==> src/sensor_bank_map.vh <==
// How it works
// - The two-bit variant field selects serial mono 0x0, serial color 0x1, parallel mono 0x2 or parallel color 0x3 and resets to 0x0.
// - The PLL is held in soft reset while bits 3..0 of the PLL reset register equal 0x9.
// - The lock detector is held in soft reset while bits 7..4 of that register equal 0x9, and the register resets to 0x099.
// - Clock generator, column mux, analog front end and serializer are each held in reset while their own field equals 0x9, their reset code.
// - PLL power bit 0 low powers the PLL down, high makes it operational, and it resets low.
// - The PLL is enabled only while power bit 1 is high, and it resets low.
// - Power bit 2 high bypasses the PLL, low uses its output, and it resets high for a register value of 0x0004.
// - The clock input receiver stays powered down while I/O bit 0 is low, its reset value.
// - The clock generator takes the serial-lane clock when its select bit is 0 and the PLL clock when it is 1.
`ifndef SENSOR_BANK_MAP_VH
`define SENSOR_BANK_MAP_VH

`define ADDR_W            9
`define DATA_W            16
`define FRAME_BITS        5'd25
`define FRAME_DONE        5'd26
`define RW_BIT_POS        5'd9

`define A_IDENTITY        9'h000
`define A_RSVD_1          9'h001
`define A_VARIANT         9'h002
`define A_PLL_RESET       9'h008
`define A_CGEN_RESET      9'h009
`define A_ANALOG_RESET    9'h00A
`define A_PLL_POWER       9'h010
`define A_RSVD_17         9'h011
`define A_IO_CONFIG       9'h014
`define A_LOCK_STATUS     9'h018
`define A_RSVD_26         9'h01A
`define A_RSVD_27         9'h01B
`define A_CGEN_CONFIG     9'h020

`define RST_VARIANT       2'h0
`define RST_PLL_RESET     8'h99
`define RST_CGEN_RESET    4'h9
`define RST_ANALOG_RESET  12'h999
`define RST_PLL_POWER     3'h4
`define RST_RSVD_17       16'h2113
`define RST_IO_CONFIG     1'h0
`define RST_RSVD_26       15'h2182
`define RST_RSVD_27       16'h3D2D
`define RST_CGEN_CONFIG   4'h4

`define SOFT_RESET_CODE   4'h9
`define PWR_ON_BIT        0
`define PWR_EN_BIT        1
`define PWR_BYPASS_BIT    2
`define CGEN_SEL_PLL_BIT  2

`endif

==> src/sensor_reset_pll_config_bank.v <==
`timescale 1ns/1ns
`default_nettype none
`include "sensor_bank_map.vh"

module sensor_reset_pll_config_bank #(
  parameter [15:0] IDENTITY_VALUE = 16'hA5C3  // Arbitrary value
) (
  input  wire       clk_sys_in,
  input  wire       reset_n_in,
  input  wire       ce_in,
  input  wire       spi_sclk_in,
  input  wire       spi_cs_n_in,
  input  wire       spi_mosi_in,
  output reg        spi_miso_out,
  input  wire       pll_lock_in,
  output reg  [1:0] variant_out,
  output wire       pll_hold_reset_out,
  output wire       lock_det_hold_reset_out,
  output wire       cgen_hold_reset_out,
  output wire       mux_hold_reset_out,
  output wire       afe_hold_reset_out,
  output wire       ser_hold_reset_out,
  output wire       pll_power_up_out,
  output wire       pll_enable_out,
  output wire       pll_bypass_out,
  output wire       clock_in_power_up_out,
  output wire       cgen_clk_from_pll_out
);

  reg  [7:0]  pll_reset_q;
  reg  [3:0]  cgen_reset_q;
  reg  [11:0] analog_reset_q;
  reg  [2:0]  pll_power_q;
  reg  [15:0] rsvd_17_q;
  reg         io_config_q;
  reg         lock_q;
  reg  [14:0] rsvd_26_q;
  reg  [15:0] rsvd_27_q;
  reg  [3:0]  cgen_config_q;

  reg         sclk_prev_q;
  reg  [4:0]  bit_cnt_q;
  reg  [24:0] shift_in_q;
  reg  [15:0] shift_out_q;
  reg         is_write_q;

  // Frame, MSB first: address, direction bit, data word
  // Edges only count while selected, so stray sclk between frames is dropped
  wire        sclk_rise = spi_sclk_in & ~sclk_prev_q & ~spi_cs_n_in;
  wire        sclk_fall = ~spi_sclk_in & sclk_prev_q & ~spi_cs_n_in;
  wire        rw_now    = sclk_rise && (bit_cnt_q == `RW_BIT_POS);
  wire        wr_now    = sclk_rise && (bit_cnt_q == `FRAME_BITS) && is_write_q;
  wire [8:0]  wr_addr   = shift_in_q[24:16];
  wire [15:0] wr_data   = {shift_in_q[14:0], spi_mosi_in};
  wire [8:0]  rd_addr   = shift_in_q[8:0];

  reg  [15:0] rd_data;

  // Lock only counts while the detector runs and the PLL is up
  wire        lock_qualify = ~lock_det_hold_reset_out & pll_power_q[`PWR_ON_BIT];

  assign pll_power_up_out      = pll_power_q[`PWR_ON_BIT];
  assign pll_enable_out        = pll_power_q[`PWR_EN_BIT];
  assign pll_bypass_out        = pll_power_q[`PWR_BYPASS_BIT];
  assign clock_in_power_up_out = io_config_q;
  assign cgen_clk_from_pll_out = cgen_config_q[`CGEN_SEL_PLL_BIT];

  always @* begin
    case (rd_addr)
      `A_IDENTITY:     rd_data = IDENTITY_VALUE;
      `A_RSVD_1:       rd_data = 16'h0000;
      `A_VARIANT:      rd_data = {14'h0000, variant_out};
      `A_PLL_RESET:    rd_data = {8'h00, pll_reset_q};
      `A_CGEN_RESET:   rd_data = {12'h000, cgen_reset_q};
      `A_ANALOG_RESET: rd_data = {4'h0, analog_reset_q};
      `A_PLL_POWER:    rd_data = {13'h0000, pll_power_q};
      `A_RSVD_17:      rd_data = rsvd_17_q;
      `A_IO_CONFIG:    rd_data = {15'h0000, io_config_q};
      `A_LOCK_STATUS:  rd_data = {15'h0000, lock_q};
      `A_RSVD_26:      rd_data = {1'b0, rsvd_26_q};
      `A_RSVD_27:      rd_data = rsvd_27_q;
      `A_CGEN_CONFIG:  rd_data = {12'h000, cgen_config_q};
      default:         rd_data = 16'h0000;
    endcase
  end

  // Serial port: sclk is sampled by clk_sys_in, so sclk must run well below 10 MHz
  always @(posedge clk_sys_in or negedge reset_n_in) begin
    if (!reset_n_in) begin
      sclk_prev_q <= 1'b0;
      bit_cnt_q   <= 5'h00;
      shift_in_q  <= 25'h0000000;
    end else if (ce_in) begin
      sclk_prev_q <= spi_sclk_in;
      if (spi_cs_n_in) begin
        bit_cnt_q <= 5'h00;
      end else if (sclk_rise) begin
        shift_in_q <= {shift_in_q[23:0], spi_mosi_in};
        // Saturate past the last bit so trailing clocks cannot commit again
        if (bit_cnt_q != `FRAME_DONE) begin
          bit_cnt_q <= bit_cnt_q + 5'h01;
        end
      end
    end
  end

  // Read word loaded at the direction bit, shifted out on falls
  always @(posedge clk_sys_in or negedge reset_n_in) begin
    if (!reset_n_in) begin
      shift_out_q  <= 16'h0000;
      is_write_q   <= 1'b0;
      spi_miso_out <= 1'b0;
    end else if (ce_in) begin
      if (spi_cs_n_in) begin
        is_write_q   <= 1'b0;
        spi_miso_out <= 1'b0;
      end else if (rw_now) begin
        is_write_q  <= spi_mosi_in;
        shift_out_q <= rd_data;
      end else if (sclk_fall && !is_write_q && bit_cnt_q > `RW_BIT_POS) begin
        spi_miso_out <= shift_out_q[15];
        shift_out_q  <= {shift_out_q[14:0], 1'b0};
      end
    end
  end

  // Register file; identity, word 1 and lock status have no write path
  always @(posedge clk_sys_in or negedge reset_n_in) begin
    if (!reset_n_in) begin
      variant_out    <= `RST_VARIANT;
      pll_reset_q    <= `RST_PLL_RESET;
      cgen_reset_q   <= `RST_CGEN_RESET;
      analog_reset_q <= `RST_ANALOG_RESET;
      pll_power_q    <= `RST_PLL_POWER;
      rsvd_17_q      <= `RST_RSVD_17;
      io_config_q    <= `RST_IO_CONFIG;
      rsvd_26_q      <= `RST_RSVD_26;
      rsvd_27_q      <= `RST_RSVD_27;
      cgen_config_q  <= `RST_CGEN_CONFIG;
    end else if (ce_in) begin
      if (wr_now) begin
        case (wr_addr)
          `A_VARIANT:      variant_out    <= wr_data[1:0];
          `A_PLL_RESET:    pll_reset_q    <= wr_data[7:0];
          `A_CGEN_RESET:   cgen_reset_q   <= wr_data[3:0];
          `A_ANALOG_RESET: analog_reset_q <= wr_data[11:0];
          `A_PLL_POWER:    pll_power_q    <= wr_data[2:0];
          `A_RSVD_17:      rsvd_17_q      <= wr_data;
          `A_IO_CONFIG:    io_config_q    <= wr_data[0];
          `A_RSVD_26:      rsvd_26_q      <= wr_data[14:0];
          `A_RSVD_27:      rsvd_27_q      <= wr_data;
          `A_CGEN_CONFIG:  cgen_config_q  <= wr_data[3:0];
          // Read-only words take no write
          `A_IDENTITY:     cgen_config_q  <= cgen_config_q;
          `A_RSVD_1:       cgen_config_q  <= cgen_config_q;
          `A_LOCK_STATUS:  cgen_config_q  <= cgen_config_q;
          default:         cgen_config_q  <= cgen_config_q;
        endcase
      end
    end
  end

  // Lock flag kept apart from the write path, so no write can touch it
  always @(posedge clk_sys_in or negedge reset_n_in) begin
    if (!reset_n_in) begin
      lock_q <= 1'b0;
    end else if (ce_in) begin
      lock_q <= pll_lock_in & lock_qualify;
    end
  end

  // One decoder per subblock; only the exact reset code holds it

  soft_reset_decode u_pll_rst (
    .clk_sys_in (clk_sys_in),
    .reset_n_in (reset_n_in),
    .ce_in      (ce_in),
    .field_in   (pll_reset_q[3:0]),
    .hold_out   (pll_hold_reset_out)
  );

  soft_reset_decode u_lock_rst (
    .clk_sys_in (clk_sys_in),
    .reset_n_in (reset_n_in),
    .ce_in      (ce_in),
    .field_in   (pll_reset_q[7:4]),
    .hold_out   (lock_det_hold_reset_out)
  );

  soft_reset_decode u_cgen_rst (
    .clk_sys_in (clk_sys_in),
    .reset_n_in (reset_n_in),
    .ce_in      (ce_in),
    .field_in   (cgen_reset_q),
    .hold_out   (cgen_hold_reset_out)
  );

  soft_reset_decode u_mux_rst (
    .clk_sys_in (clk_sys_in),
    .reset_n_in (reset_n_in),
    .ce_in      (ce_in),
    .field_in   (analog_reset_q[3:0]),
    .hold_out   (mux_hold_reset_out)
  );

  soft_reset_decode u_afe_rst (
    .clk_sys_in (clk_sys_in),
    .reset_n_in (reset_n_in),
    .ce_in      (ce_in),
    .field_in   (analog_reset_q[7:4]),
    .hold_out   (afe_hold_reset_out)
  );

  soft_reset_decode u_ser_rst (
    .clk_sys_in (clk_sys_in),
    .reset_n_in (reset_n_in),
    .ce_in      (ce_in),
    .field_in   (analog_reset_q[11:8]),
    .hold_out   (ser_hold_reset_out)
  );

endmodule
`default_nettype wire

==> src/soft_reset_decode.v <==
`timescale 1ns/1ns
`default_nettype none
`include "sensor_bank_map.vh"

module soft_reset_decode (
  input  wire       clk_sys_in,
  input  wire       reset_n_in,
  input  wire       ce_in,
  input  wire [3:0] field_in,
  output reg        hold_out
);

  // Held in reset from power-on, matching the field's reset code
  always @(posedge clk_sys_in or negedge reset_n_in) begin
    if (!reset_n_in) begin
      hold_out <= 1'b1;
    end else if (ce_in) begin
      hold_out <= (field_in == `SOFT_RESET_CODE);
    end
  end

endmodule
`default_nettype wire
==> config.mk <==
export PLATFORM = sky130hd
export DESIGN_NAME = sensor_reset_pll_config_bank
export DESIGN_NICKNAME = d
export VERILOG_FILES = /design/src/sensor_reset_pll_config_bank.v /design/src/soft_reset_decode.v
export VERILOG_INCLUDE_DIRS = /design/src
export SDC_FILE = /design/constraint.sdc
export NUM_CORES = 1
export LEC_CHECK = 0
export BUFFER_PORTS_ARGS = -buffer_cell sky130_fd_sc_hd__buf_2
export CORE_ASPECT_RATIO = 0.7
export CORE_MARGIN = 2
export CORE_UTILIZATION = 46
export DETAILED_ROUTE_END_ITERATION = 16
export HOLD_SLACK_MARGIN = 0.08
export PLACE_DENSITY = 0.71
export SETUP_SLACK_MARGIN = 0.3
export SLEW_MARGIN = 20
export SYNTH_ARGS = -nofsm -noshare
export SYNTH_HDL_FRONTEND = slang
export SYNTH_HIERARCHICAL = 1
export SYNTH_SLANG_ARGS = --single-unit
==> constraint.sdc <==
create_clock -name clk_sys_in -period 5 [get_ports clk_sys_in]
set_clock_uncertainty 0.15 [all_clocks]
set_input_delay 0.25 -clock clk_sys_in [delete_from_list [all_inputs] [get_ports clk_sys_in]]
set_output_delay 0.25 -clock clk_sys_in [all_outputs]
set_load 0.03 [all_outputs]
# --- After elaboration in Yosys (flattened, before gate mapping) ---
# Cells that the tools add are included.
classes:
  reduce_logical: 27
  n_eq_ne: 31
  bitwise_logic: 10
  addsub: 1
  n_lt_le_gt_ge: 1
  muxes: 11
op_table:
  columns: ["cell", "n"]
  rows:
  - ["case mux 16 bit (12 select lines)", 1]
  - ["equality test 9 x 5 -> 1 bit, second input constant", 11]
  - ["equality test 9 x 4 -> 1 bit, second input constant", 6]
  - ["AND reduction 3 bit", 14]
  - ["two-way mux 16 bit", 2]
  - ["equality test 4 bit, second input constant", 6]
  - ["equality test 9 x 2 -> 1 bit, second input constant", 2]
  - ["equality test 9 x 6 -> 1 bit, second input constant", 2]
  - ["two-way mux 5 bit", 3]
  - ["nonzero test 2 bit", 5]
  - ["zero test 9 bit", 1]
  - ["bitwise AND 1 bit", 6]
  - ["adder 5 x 1 -> 5 bit, second input constant", 1]
  - ["equality test 5 x 4 -> 1 bit, second input constant", 1]
  - ["equality test 5 bit, second input constant", 1]
  - ["> comparator 5 x 4 -> 1 bit, second input constant", 1]
  - ["logical AND 1 bit", 5]
  - ["two-way mux 1 bit", 5]
  - ["!= test 5 bit, second input constant", 1]
  - ["NOT 1 bit", 4]
  - ["!= test 2 bit, second input constant", 1]
  - ["AND reduction 2 bit", 1]
  - ["zero test 1 bit", 1]
word_totals:
  elab_cells: 104
  out_inout_bits: 14
  regBits: 137
  in_bits: 7

# --- Logic depth before layout (Yosys ltp) ---
logic_depth:
  word_depth: 8
  depth_mapped: 8
  mapped_depth_nobuf: 7

# --- Cells and area by module ---
# The synthesis kept the hierarchy.
modules_own_cells:
  columns: ["mod", "cells_each", "area_per_inst_um2", "seq_area_each_um2", "instances"]
  rows:
  - ["sensor_reset_pll_config_bank", 524, 6384.9, 3318.2, 1]
  - ["soft_reset_decode", 3, 47.5, 26.3, 6]

# --- Worst setup path before layout ---
# OpenSTA, ideal clock, no wires.
synth_path:
  path_type: "register to register"
  startpoint: "register bit_cnt_q[1]"
  endpoint: "register rsvd_17_q[6]"
  t_required_ns: 4.723
  stages_incl_launch_ff: 9
  synth_period_minus_slack_ns: 2.490
  path_slack_ns: 2.510
  t_arrival_ns: 2.212
  n_path_buf: 1
  setup_ns: 0.127
  cell_sequence: "dfrtp_1 inv_1 ha_1 nand3b_1 or4_4 nor3_4 nand4b_4 buf_6 mux2_1"
synth_via:
  elab_chain_len: 4
synth_rtl:
  columns: ["item", "line_no", "source"]
  rows:
  - ["from (decl)", "sensor_reset_pll_config_bank.v:42", "reg [4:0] bit_cnt_q;"]
  - ["from (signal assigned)", "sensor_reset_pll_config_bank.v:101", "bit_cnt_q <= bit_cnt_q + 5'h01;"]
  - ["equality test 5 bit (no line)", null, null]
  - ["logical AND 1 bit (2 in series)", "sensor_reset_pll_config_bank.v:52", "wire wr_now = sclk_rise && (bit_cnt_q == `FRAME_BITS) && is_write_q;"]
  - ["AND reduction 3 bit (no line)", null, null]
  - ["to (signal assigned)", "sensor_reset_pll_config_bank.v:135", "rsvd_17_q <= `RST_RSVD_17;"]
  - ["to (signal assigned)", "sensor_reset_pll_config_bank.v:148", "`A_RSVD_17: rsvd_17_q <= wr_data;"]
  - ["to (decl)", "sensor_reset_pll_config_bank.v:34", "reg [15:0] rsvd_17_q;"]
# No other way between the ends.
# A chain may end at the register's enable or synchronous reset.

# --- Final worst setup path ---
layout_path:
  startpoint: "input port spi_cs_n_in"
  endpoint: "register rsvd_26_q[3]"
layout_via:
  elab_chain_len: 5
layout_rtl:
  columns: ["item", "line_no", "source"]
  rows:
  - ["from (decl)", "sensor_reset_pll_config_bank.v:12", "input wire spi_cs_n_in,"]
  - ["NOT 1 bit (no line)", null, null]
  - ["bitwise AND 1 bit", "sensor_reset_pll_config_bank.v:49", "wire sclk_rise = spi_sclk_in & ~sclk_prev_q & ~spi_cs_n_in;"]
  - ["logical AND 1 bit (2 in series)", "sensor_reset_pll_config_bank.v:52", null]
  - ["AND reduction 3 bit (no line)", null, null]
  - ["to (signal assigned)", "sensor_reset_pll_config_bank.v:137", "rsvd_26_q <= `RST_RSVD_26;"]
  - ["to (signal assigned)", "sensor_reset_pll_config_bank.v:150", "`A_RSVD_26: rsvd_26_q <= wr_data[14:0];"]
  - ["to (decl)", "sensor_reset_pll_config_bank.v:37", "reg [14:0] rsvd_26_q;"]
# No other way between the ends.

==> summary.txt <==
Clock network
  • Clock sinks: 137
  • Worst skew pair latency: 0.42 ns
  • Num CTS Buffers: 17
  • CTS Buffer Depth: 2
  • CTS tree: built
  • Root Buffer: clkbuf_16
  • CTS clk-pin slew, worst paths: 0.06 ns
  • H-tree levels: 4

Critical path
  • Critical path's top delay family: simple AND/OR/NAND/NOR gates
  • CP Cell Sequence: dlygate4sd3_1, buf_2, nor4bb_4, buf_4, nand2b_1, nor3_4, nand3_2, mux2_2
  • Worst R2R Path Depth: 7
  • Worst r2r src: bit_cnt_q[1]
  • Slowest stage cell, crit path: dlygate4sd3_1
  • Req. time, crit path: 5.15 ns
  • WS Path Type: primary input to flop
  • Reg-to-reg endpoint: rsvd_26_q[3]
  • WP depth: 8
  • Crit. End Element: flop
  • Critical Path Source: spi_cs_n_in
  • Critical path fanouts, max: 31
  • Crit start category: primary input
  • Max incr delay on CP: 0.53 ns
  • Worst Path Buf+Inv: 3
  • Data arrival, critical path: 3.28 ns
  • Worst setup endpoint: rsvd_26_q[3]
  • R2r setup slk: 1.98 ns

Global route
  • Met1 usage: 0.324
  • Initial antenna violation count: 0
  • GR Util met3: 0.0520
  • Grt ovf: 0
  • Total GRT Usage: 0.218
  • Largest net degree at the start of global routing: 93
  • Met2 Track Usage GR: 0.318
  • Gr busiest metal: met1
  • First-pass GRT wire length: 26200 um
  • Vias in the first global route: 4726

Synthesis
  • EDFF count, synth: 0
  • Complex-gate fraction of the synthesized area: 0.0912
  • Post-synth ARST share: 1.00
  • Mapped Nets: 552
  • Largest family of logic cells by synthesized area: multiplexers
  • Seq/Total Area, Yosys: 0.521
  • Mean Syn Cell Area: 12.3 um2
  • Yosys reg bits: 137
  • Mapped Cells: 542
  • Top_reg_cell synth: dfrtp_1
  • Post-synthesis mux area share: 0.225
  • Synth Area in Adders: 0.00563
  • Synth Area in XOR/XNOR: 0
  • Post-synthesis simple-gate area fraction: 0.128
  • Synth warn: 6
  • Yosys cell types: 65
  • Syn Std Cell Area: 0.00667 mm2

Floorplan
  • I/O pin count: 21
  • Die area: 0.0155 mm2
  • Core box area: 0.0141 mm2
  • Starting Density: 0.475
  • Chip width: 148 um
  • DIE HEIGHT: 105 um
  • Row Count: 36

Routing
  • Number of routed nets with antenna violations: 0
  • Via Count: 4672
  • DR pass1 iterations: 5
  • Initial drt markers: 364
  • WL/cell: 21.3 um
  • Final WL: 16100 um
  • DR vias/cell: 6.16
  • DRC Markers: 0

Timing
  • Setup TNS: 0 ns
  • Slew at the pin closest to its max-slew limit: 0.858 ns
  • Headroom to the max-slew limit: 0.428
  • Fin. Hold Viols: 0
  • RSZ-0062 raised after global routing: false
  • Max-slew violation count: 0
  • Final period utilization: 0.626
  • Tmin final: 3.13 ns
  • Setup violators final: 0
  • FMAX: 320 MHz

Flow run
  • Max Cap Viol: 0

Layout
  • Layout cells sized above 1: 0.388
  • N_diodes: 0
  • Layout Utilization: 0.537
  • Most common cell after layout, fill and taps aside: mux2_2
  • Area Overhead vs Synth: 13.1%
  • Most frequent cells in the layout: 115 x mux2_2, 98 x dfrtp_1, 38 x dfstp_2
  • Post-route cell area: 0.00755 mm2
  • Final nets: 566

Pwr
  • P_leak: 3.28 nW
  • Total Power: 2.99 mW
  • PD cells: 397 mW/mm2
  • Worst VDD drop: 0.284 mV

Placement
  • Number of port buffers: 20
  • Placed cell area: 0.00691 mm2
  • RePlAce Congestion: 0.894
  • DPL Wire Length: 10500 um

Worst hold path
  • Hold Crit Class: primary input to flop

Run status
  • Status: finished, final reports clean
worst min-delay path: stages:
cell and delay [ns]:
buf_2 0.07, buf_4 0.26, o21ai_0 0.12
metal layers:
metal  vias up  part of all wire
li1       2071                 -
met1      2398              0.48
met2       177              0.44
met3        26             0.072
met4         0             0.012
met5         -                 0
per-stage QoR:
step	hold WS, ns	setup slack (ns)	cells
floorplan	-0.196	2.51	542
global placement	0.233	1.88	722
detailed placement	0.238	1.82	722
CTS	0.181	1.91	759
global route	0.211	1.70	759
finish	0.185	1.87	759
how the worst min path moves through the flow:
stage                     from            endpoint  slack, ns  cells after the start
floorplan           reset_n_in  analog_reset_q[10]      -0.20                      0
global placement    reset_n_in      shift_in_q[13]       0.23                      1
detailed placement  reset_n_in      shift_in_q[13]       0.24                      1
CTS                      ce_in        bit_cnt_q[1]       0.18                      3
global route             ce_in        bit_cnt_q[1]       0.21                      3
finish                   ce_in              lock_q       0.18                      3
state kept, by name, summed over array words and instances, names as in the netlist, 2 cells and up:
name	flops
analog_reset_q	12
bit_cnt_q	5
cgen_config_q	4
cgen_reset_q	4
pll_power_q	3
pll_reset_q	8
rsvd_17_q	16
rsvd_26_q	15
rsvd_27_q	16
shift_in_q	25
shift_out_q	16
variant_out	2
area by class of cell:
| cell class | instances | area (um2) |
|---|---|---|
| Fill cell | 1204 | 6510 |
| Sequential cell | 137 | 3480 |
| Multi-Input combinational cell | 359 | 3020 |
| Clock buffer | 18 | 429 |
| Tap cell | 190 | 238 |
| Timing Repair Buffer | 30 | 194 |
| Clock inverter | 14 | 150 |
| Inverter | 11 | 41.3 |
power by group:
part / internal (mW) / switching, mW / total [mW] / leakage (nW)
Clock: 0.735 / 0.495 / 1.23 / 0.265
Sequential: 1.16 / 0.143 / 1.31 / 1.74
Combinational: 0.158 / 0.297 / 0.455 / 1.28
cells in the mapped netlist (3+ instances only):
library cell  count  area [um2]
nand2b_1          5        31.3
a22o_1            3        26.3
nor4bb_1          8        80.1
nor3_1           16        80.1
o21ai_0          21         105
dfrtp_1          99        2480
nand2_1          21        78.8
nor2_1           20        75.1
a21oi_1           6        30.0
and3_1            4        25.0
a21o_1            4        30.0
a211oi_1          5        37.5
dfstp_2          38         998
o211ai_1          4        30.0
or4_1             4        30.0
a31oi_1           4        25.0
nand3_1          12        60.1
nand4b_1          3        26.3
inv_1            11        41.3
nor3b_1           3        22.5
mux2i_1          18         180
nor4_1            9        56.3
nand4_1           4        25.0
buf_1             5        18.8
clkbuf_1         25        93.8
o2bb2ai_1         3        26.3
buf_6             3        33.8
a221oi_1          5        43.8
nor2b_1           6        37.5
nand3b_1          3        22.5
a221o_1           8        80.1
and2_1            3        18.8
o31ai_1           3        22.5
ha_1              3        37.5
mux2_2          115        1290
kinds of logic (layout without fill, tap and decap cells):
group           count (synthesis)  count (layout)
compound gates                 84              84
fa+ha+maj                       3               3
buf+inv                        46              73
flops                         137             137
mux                           135             135
simple gates                  137             137
repair_timing:
action | 4_1_cts | 5_1_grt
buffers inserted | 0 | 0
endpoints found under the hold margin | 62 | 0
hold buffers | 5 | 0
resized for setup | 0 | 0
No activity file was read; power rests on OpenSTA's default activity.
